$ cat config.mk
export PLATFORM = sky130hd
export DESIGN_NAME = smon_top
export DESIGN_NICKNAME = d
export VERILOG_FILES = /design/src/smon_pkg.sv /design/src/smon_sync.sv /design/src/smon_top.sv
export SDC_FILE = /design/constraint.sdc
export NUM_CORES = 1
export LEC_CHECK = 0
export BUFFER_PORTS_ARGS = -buffer_cell sky130_fd_sc_hd__buf_2
export CAP_MARGIN = 20
export CORE_UTILIZATION = 35
export DETAILED_ROUTE_END_ITERATION = 7
export GPL_TIMING_DRIVEN = 0
export PLACE_DENSITY = 0.62
export REMOVE_ABC_BUFFERS = 1
export SETUP_SLACK_MARGIN = 0.15
export SLEW_MARGIN = 5
export SYNTH_ARGS = -nofsm -noshare
export SYNTH_HDL_FRONTEND = slang
export SYNTH_SLANG_ARGS = --single-unit
$ cat constraint.sdc
create_clock -name core_clk -period 1.3 [get_ports core_clk]
set_clock_uncertainty 0.05 [all_clocks]
set_input_delay 0.13 -clock core_clk [delete_from_list [all_inputs] [get_ports core_clk]]
set_output_delay 0.13 -clock core_clk [all_outputs]
set_load 0.01 [all_outputs]
$ cat src/smon_pkg.sv
// package for the supply monitor status block: offsets, fields, reset values
package smon_pkg;
	// register word addresses
	localparam logic [7:0] SMON_ADDR_IRQ_MASK = 8'h0E;
	localparam logic [7:0] SMON_ADDR_IRQ_STATUS = 8'h0F;
	localparam logic [7:0] SMON_ADDR_VREG = 8'h10;
	localparam logic [7:0] SMON_ADDR_MONCFG = 8'h11;
	// field positions
	localparam int SMON_VREG_DEXT_BIT = 7;
	localparam int SMON_VREG_DOK_BIT = 6;
	localparam int SMON_MON_OK_BIT = 5;
	localparam int SMON_MON_HR_BIT = 4;
	localparam int SMON_IRQ_LOW_BIT = 7;
	// reset values
	localparam logic [3:0] SMON_VTH_RESET = 4'h2;
	localparam logic SMON_HR_RESET = 1'b0;
	localparam logic SMON_DEXT_RESET = 1'b0;
	localparam logic [7:0] SMON_MASK_RESET = 8'h00;
	// threshold tables in millivolts
	localparam int SMON_HI_BASE_MV = 2550;
	localparam int SMON_HI_STEP_MV = 75;
	localparam int SMON_LO_BASE_MV = 1700;
	localparam int SMON_LO_STEP_MV = 50;
	// transceiver states in which the monitor sleeps
	localparam logic [4:0] SMON_STATE_P_ON = 5'h00;
	localparam logic [4:0] SMON_STATE_SLEEP = 5'h0F;
	// monitor configuration carried between modules
	typedef struct packed {
		logic rangeHigh;
		logic [3:0] thresholdCode;
	} smon_cfg_t;
endpackage

$ cat src/smon_sync.sv
// two flop synchroniser for an asynchronous level
`timescale 1ns/100ps
module smon_sync #(
	parameter logic RESET_VAL = 1'b0
) (
	// clock and reset
	input wire logic clk,
	input wire logic rstB,
	// level in and out
	input wire logic din,
	output logic dout
);
	logic stage1_q;
	logic stage1_d;
	logic stage2_d;

	// next values: first stage feeds only the second
	always_comb begin
		stage1_d = din;
		stage2_d = stage1_q;
	end

	// register both stages
	always_ff @(posedge clk or negedge rstB) begin
		if (!rstB) begin
			stage1_q <= RESET_VAL;
			dout <= RESET_VAL;
		end else begin
			stage1_q <= stage1_d;
			dout <= stage2_d;
		end
	end
endmodule

$ cat src/smon_top.sv
// supply monitor and digital regulator status with register port
// Functional notes
// - Bit 6 of the regulator register reports the digital supply settled, forced 1 when external.
// - The settled flag reads 0 after reset or while unstable, 1 once settled or while external is selected.
// - Bit 5 of the monitor register shows the supply above threshold, 0 below, reset 0.
// - The monitor is idle in the power-on and sleep states, with no compare and no event.
// - The low-supply event is raised only on a 1 to 0 change of the status.
// - No event at power up below threshold, nor when a new threshold stays above supply.
// - The event is flagged in the shared status at 0x0F with an enable bit in the mask at 0x0E.
// - Bit 4 picks the threshold range, 0 low after reset, 1 high.
// - Bits 3 to 0 pick the threshold; high range 2.550 V plus 0.075 V a step to 3.675 V.
// - Low range is 1.7 V plus 0.05 V a step to 2.45 V; the whole span is 1.7 V to 3.675 V.
// - The external regulator select at 1 disables the internal digital regulator.
//
// The plain strobed port was decided locally.
`timescale 1ns/100ps
module smon_top (
	// clock and reset
	input wire logic core_clk,
	input wire logic rst_b,
	// register port
	input wire logic [7:0] regAddr,
	input wire logic [7:0] regWrData,
	input wire logic regWrEn,
	input wire logic regRdEn,
	output logic [7:0] regRdData,
	// transceiver state from the state machine
	input wire logic [4:0] trxState,
	// analog comparator and regulator inputs, asynchronous
	input wire logic supplyAboveRaw,
	input wire logic regulatorStableRaw,
	// analog control outputs
	output smon_pkg::smon_cfg_t monitorCfg,
	output logic monitorEnable,
	output logic internalRegulatorOn,
	// low supply event flag, registered
	output logic lowSupplyPending
);
	logic rstSync1_q;
	logic rstSyncB_q;
	logic compSync;
	logic regOkSync;
	logic monActive;
	logic [3:0] vthCode_q;
	logic [3:0] vthCode_d;
	logic rangeHigh_q;
	logic rangeHigh_d;
	logic dvregExt_q;
	logic dvregExt_d;
	logic [7:0] irqMask_q;
	logic [7:0] irqMask_d;
	logic aboveStat_q;
	logic aboveStat_d;
	logic dvddOk_q;
	logic dvddOk_d;
	logic lowFlag_q;
	logic lowFlag_d;
	logic monEn_q;
	logic monEn_d;
	logic [7:0] rdData_d;
	logic fallEdge;

	// reset release through two flops
	always_ff @(posedge core_clk or negedge rst_b) begin
		if (!rst_b) begin
			rstSync1_q <= 1'b0;
			rstSyncB_q <= 1'b0;
		end else begin
			rstSync1_q <= 1'b1;
			rstSyncB_q <= rstSync1_q;
		end
	end

	// comparator and regulator levels into the core domain
	smon_sync #(.RESET_VAL(1'b0)) u_compSync (
		.clk(core_clk),
		.rstB(rstSyncB_q),
		.din(supplyAboveRaw),
		.dout(compSync)
	);
	smon_sync #(.RESET_VAL(1'b0)) u_regSync (
		.clk(core_clk),
		.rstB(rstSyncB_q),
		.din(regulatorStableRaw),
		.dout(regOkSync)
	);

	// monitor idle in power-on and sleep
	assign monActive = (trxState != smon_pkg::SMON_STATE_P_ON) &&
		(trxState != smon_pkg::SMON_STATE_SLEEP);

	// status update: hold last value while idle, fall detect from settled status
	always_comb begin
		aboveStat_d = aboveStat_q;
		if (monActive) begin
			aboveStat_d = compSync;
		end
	end
	assign fallEdge = monActive && aboveStat_q && !compSync;

	// configuration and mask writes
	always_comb begin
		vthCode_d = vthCode_q;
		rangeHigh_d = rangeHigh_q;
		dvregExt_d = dvregExt_q;
		irqMask_d = irqMask_q;
		if (regWrEn) begin
			unique case (regAddr)
				smon_pkg::SMON_ADDR_MONCFG: begin
					// reserved bits and status bit ignore writes
					vthCode_d = regWrData[3:0];
					rangeHigh_d = regWrData[smon_pkg::SMON_MON_HR_BIT];
				end
				smon_pkg::SMON_ADDR_VREG: begin
					dvregExt_d = regWrData[smon_pkg::SMON_VREG_DEXT_BIT];
				end
				smon_pkg::SMON_ADDR_IRQ_MASK: begin
					irqMask_d = regWrData;
				end
				default: begin
				end
			endcase
		end
	end

	// settled flag: forced high when external regulator selected
	always_comb begin
		dvddOk_d = dvregExt_q ? 1'b1 : regOkSync;
	end

	// event flag: set when enabled edge, cleared by status read, set wins
	always_comb begin
		lowFlag_d = lowFlag_q;
		if (regRdEn && (regAddr == smon_pkg::SMON_ADDR_IRQ_STATUS)) begin
			lowFlag_d = 1'b0;
		end
		if (fallEdge && irqMask_q[smon_pkg::SMON_IRQ_LOW_BIT]) begin
			lowFlag_d = 1'b1;
		end
	end

	// read mux, unmapped reads return zero
	always_comb begin
		rdData_d = 8'h00;
		if (regRdEn) begin
			unique case (regAddr)
				smon_pkg::SMON_ADDR_MONCFG: begin
					rdData_d[3:0] = vthCode_q;
					rdData_d[smon_pkg::SMON_MON_HR_BIT] = rangeHigh_q;
					rdData_d[smon_pkg::SMON_MON_OK_BIT] = aboveStat_q;
				end
				smon_pkg::SMON_ADDR_VREG: begin
					rdData_d[smon_pkg::SMON_VREG_DEXT_BIT] = dvregExt_q;
					// forced high at once, so a read right after selecting external sees 1
					rdData_d[smon_pkg::SMON_VREG_DOK_BIT] = dvregExt_q | dvddOk_q;
				end
				smon_pkg::SMON_ADDR_IRQ_MASK: begin
					rdData_d = irqMask_q;
				end
				smon_pkg::SMON_ADDR_IRQ_STATUS: begin
					rdData_d[smon_pkg::SMON_IRQ_LOW_BIT] = lowFlag_q;
				end
				default: begin
				end
			endcase
		end
	end

	// enable of the analog comparator
	always_comb begin
		monEn_d = monActive;
	end

	// register all state
	always_ff @(posedge core_clk or negedge rstSyncB_q) begin
		if (!rstSyncB_q) begin
			vthCode_q <= smon_pkg::SMON_VTH_RESET;
			rangeHigh_q <= smon_pkg::SMON_HR_RESET;
			dvregExt_q <= smon_pkg::SMON_DEXT_RESET;
			irqMask_q <= smon_pkg::SMON_MASK_RESET;
			aboveStat_q <= 1'b0;
			dvddOk_q <= 1'b0;
			lowFlag_q <= 1'b0;
			monEn_q <= 1'b0;
			regRdData <= 8'h00;
		end else begin
			vthCode_q <= vthCode_d;
			rangeHigh_q <= rangeHigh_d;
			dvregExt_q <= dvregExt_d;
			irqMask_q <= irqMask_d;
			aboveStat_q <= aboveStat_d;
			dvddOk_q <= dvddOk_d;
			lowFlag_q <= lowFlag_d;
			monEn_q <= monEn_d;
			regRdData <= rdData_d;
		end
	end

	// outputs straight from flops
	assign monitorCfg.rangeHigh = rangeHigh_q;
	assign monitorCfg.thresholdCode = vthCode_q;
	assign monitorEnable = monEn_q;
	assign internalRegulatorOn = !dvregExt_q;
	assign lowSupplyPending = lowFlag_q;
endmodule

# After elaboration in Yosys (flattened, before gate mapping)
# Index checks and enable logic that the tools add are counted.
dict set report classes {
  eq_ne 5
  muxes 7
  reduce_logical 12
  n_bitwise 1
}
# op n
set op_table {}
lappend op_table {{8-bit by 4-bit equality test with 1-bit output (second input constant)} 2}
lappend op_table {{8-bit by 5-bit equality test with 1-bit output (second input constant)} 2}
lappend op_table {{6-bit case mux with 2 select lines} 1}
lappend op_table {{8-bit 2-to-1 mux} 1}
lappend op_table {{2-bit AND reduction} 3}
lappend op_table {{1-bit logical AND} 5}
lappend op_table {{5-bit by 4-bit inequality test with 1-bit output (second input constant)} 1}
lappend op_table {{5-bit nonzero test} 1}
lappend op_table {{1-bit 2-to-1 mux} 3}
lappend op_table {{1-bit case mux with 3 select lines} 1}
lappend op_table {{1-bit zero test} 2}
lappend op_table {{1-bit case mux with 2 select lines} 1}
lappend op_table {{2-bit nonzero test} 1}
lappend op_table {{1-bit bitwise OR} 1}
dict set report word_totals {
  ff_bits 32
  input_bits 27
}

# Logic depth before layout (Yosys ltp)
dict set report logic_depth {
  word_depth 6
  ltp_mapped 5
  ltp_nobuf 3
}

# Hierarchy
# From an unflattened synthesis, not the netlist that was laid out.
dict set report unflattened {
  cells_unflattened 84
  area_unflattened_um2 1270.0
}
# mod instances area_per_inst_um2 cells_each
set modules_own_cells {}
lappend modules_own_cells {smon_top 1 1169.9 80}
lappend modules_own_cells {smon_sync 2 50.0 2}

# Worst setup path after synthesis
# Ideal clock, no wire load.
dict set report synth_path {
  path_kind {input to register}
  startpoint {in trxState[0]}
  endpoint {reg aboveStat_q}
  setup_slack_ps -82
  path_stages 3
  required_time_ps 1125
  path_buffers 0
  arrival_ps 1207
  setup_ps 125
  path_cell_list {or4_1 > a21oi_1 > mux2_2}
}
dict set report synth_via {
  elab_chain_len 2
}
# item line_no
set synth_lines {}
lappend synth_lines {{from (decl)} smon_top.sv:28} ;# input wire logic [4:0] trxState,
lappend synth_lines {{5-bit by 4-bit inequality test with 1-bit output / 5-bit nonzero test (equally long branches)} {smon_top.sv:90, smon_top.sv:89}}
lappend synth_lines {{1-bit logical AND (*)} smon_top.sv:89} ;# assign monActive = (trxState != smon_pkg::SMON_STATE_P_ON) &&
lappend synth_lines {{to (signal assigned)} smon_top.sv:191} ;# aboveStat_q <= aboveStat_d;
lappend synth_lines {{to (decl)} smon_top.sv:52} ;# logic aboveStat_q;
# Every way passes the cells marked *; elsewhere a longest branch is shown, timed or not.
# A chain may end at the register's enable or synchronous reset.

# Worst setup path in the final report
dict set report layout_path {
  startpoint {in regAddr[4]}
  endpoint {reg irqMask_q[2]}
}
dict set report layout_via {
  elab_chain_len 2
}
# item line_no
set layout_lines {}
lappend layout_lines {{from (decl)} smon_top.sv:22} ;# input wire logic [7:0] regAddr,
lappend layout_lines {{8-bit by 4-bit equality test with 1-bit output} smon_top.sv:108} ;# unique case (regAddr)
lappend layout_lines {{2-bit AND reduction (no source line)} n/a}
lappend layout_lines {{to (signal assigned)} smon_top.sv:180} ;# irqMask_q <= smon_pkg::SMON_MASK_RESET;
lappend layout_lines {{to (signal assigned)} smon_top.sv:190} ;# irqMask_q <= irqMask_d;
lappend layout_lines {{to (decl)} smon_top.sv:50} ;# logic [7:0] irqMask_q;
# Every way passes these cells.

==> impl_metrics.json <==
{
  "synth.yosys.seq_area_share": 0.602,
  "grt_pass1_wl_mm": 4.59,
  "holdCritPathClass": "in2reg",
  "h-tree-depth": 2,
  "antenna_found_initial": 0,
  "clock_sinks": 32,
  "place_ws_ns": -0.520,
  "die_area_um2": 4050,
  "cp_max_fo": 8,
  "fin_crit_ns": 1.13,
  "overflow": 0,
  "cts_max_path_buffers": 2,
  "io_buffer_count": 42,
  "drt-total-wl_mm": 2.73,
  "root_buffer": "clkbuf_8",
  "timing.fmax_mhz": 884,
  "start_util": 0.364,
  "ant_nets": 0,
  "cap_violations": 0,
  "antenna_cells": 0,
  "cp_data_arrival_time_ns": 1.24,
  "die_x_um": 63.7,
  "syn_area_per_cell_um2": 14.3,
  "min_from": "regWrData[6]",
  "grt_max_degree": 23,
  "drcViolationCount": 0,
  "drt_first_pass_iters": 4,
  "min_period_over_period": 0.870,
  "fillers": 336,
  "layout.cells.non_filler": 200,
  "coreArea_um2": 3660,
  "placedCellCount": 180,
  "final_util": 0.495,
  "critPathRequiredTime_ns": 1.41,
  "vias_per_cell": 5.01,
  "clk_latency_ns": 0.28,
  "clk_transition_reported_paths_ns": 0.06,
  "synth_edf_count": 0,
  "r2r-start": "irqMask_q[7]$_DFFE_PN0P_",
  "layout.cell_area.non_filler_um2": 1810,
  "dieHeight_um": 63.7,
  "setup_viol": 0,
  "start_kind": "input port",
  "synthFlopType": "dfrtp_1",
  "syn_area_um2": 1330,
  "setup_ws_ns": 0.169,
  "hold_viol_final": 0,
  "wire_per_inst_um": 13.6,
  "yosysUniqueCellTypes": 23,
  "yosys_register_bits": 32,
  "layout-drive-gt1-share": 0.553,
  "rsz0062_at_grt": "false",
  "fp-row-count": 22,
  "synth-async-reset-ratio": 1.00,
  "dpl.hpwl_mm": 1.88,
  "cts_tree": "yes",
  "vias": 1001,
  "cp-end-kind": "flop",
  "ir_drop_mv": 0.749,
  "io_pins": 43,
  "cp-startpoint": "regAddr[4]",
  "drtIter0Drc": 21,
  "drv_slew": 0,
  "area_delta_synth_final_pct": 36.2,
  "reg_top3": "irqMask_q x8, regRdData x8, vthCode_q x4",
  "status": "complete, no violations",
  "critPathKind": "in2reg",
  "p_per_area_nw_per_um2": 1110,
  "yosysWarnings": 0,
  "placed_area_um2": 1600,
  "grt_pass1_vias": 950,
  "finalPower_mw": 2.02,
  "track_usage": 0.155,
  "p_leak_nw": 0.863,
  "nets": 178,
  "cts_made_buffers": 5,
  "syn_inst": 93,
  "place_congestion": 0.784
}
==> per-stage QoR <==
step                      setup TNS, ns  hold slack [ns]
final                                 0           0.0426
after global placement            -7.02           -0.133
after CTS                             0           0.0394
after global routing                  0           0.0277
after detailed placement          -7.17           -0.131
after floorplan                  -0.965           -0.216
==> cells in the final DEF, fill, tap and decap left out, drive strengths merged, types with 2 or more instances in the layout <==
cell type and n:
mux2 16, nand4 9, a21boi 8, and4b 2
buf 52, nand3 10, clkbuf 8, dlygate4sd3 3
inv 2, dfrtp 31
==> kinds of logic after synthesis <==
logic type      count (synthesis)  share of synthesized area
flops                          32                      0.602
simple gates                   27                      0.169
mux                            16                      0.135
compound gates                 11                     0.0611
buf+inv                         6                     0.0291
other cells                     1                    0.00282
==> Yosys cell counts (2+ instances only) <==
cell | n | share of area
mux2_2 | 16 | 0.14
inv_1 | 2 | 0.0056
nand4_1 | 8 | 0.038
nand3_1 | 10 | 0.038
a21boi_0 | 8 | 0.045
dfrtp_1 | 31 | 0.58
buf_4 | 2 | 0.011
==> power by group <==
part / total (mW) / switching [mW] / internal [mW]
registers: 1.06 / 0.0273 / 1.04
clock network: 0.763 / 0.333 / 0.431
logic: 0.191 / 0.0902 / 0.101
total: 2.02 / 0.450 / 1.57
==> routing by layer <==
layer,up-vias,global-route usage,share of wire
li1,459,-,-
met5,-,0,0
met2,40,0.239,0.50
met3,7,0.0634,0.072
met1,495,0.193,0.41
met4,0,0.0597,0.013
==> timing repair <==
action	CTS	global route
buffers inserted	9	0
hold buffers	3	0
resized for setup	5	2
hold endpoints to repair	4	0
pin swaps	5	0
setup endpoints to repair	16	2
==> layout make-up <==
cell class / count / area, um^2 / area share
clock buffer: 8 / 90.1 / 0.0497
inverter: 2 / 7.51 / 0.00414
multi-input combinational: 55 / 512 / 0.282
sequential: 32 / 802 / 0.442
tap: 48 / 60.1 / 0.0331
timing repair buffer: 55 / 342 / 0.188
==> critical path: stages <==
cell and delay [ns]:
buf_2 0.10, and4b_4 0.32, and4b_4 0.33, mux2_2 0.35
==> path summary, 6_finish.rpt <==
| check | endpoint | slack (ns) | depth (start not counted) |
|---|---|---|---|
| hold reg to reg | regRdData[5]$_DFF_PN0_ | 0.13 | 0 |
| min in group asynchronous | rstSync1_q$_DFF_PN0_ | 0.12 | 2 |
| max in group asynchronous | vthCode_q[1]$_DFFE_PN1P_ | 0.54 | 1 |
| setup / recovery | irqMask_q[2]$_DFFE_PN0P_ | 0.17 | 4 |
| setup reg to reg | regRdData[7]$_DFF_PN0_ | 0.31 | 3 |
| hold / removal | irqMask_q[6]$_DFFE_PN0P_ | 0.04 | 2 |
Power figures use the tool's default switching activity.
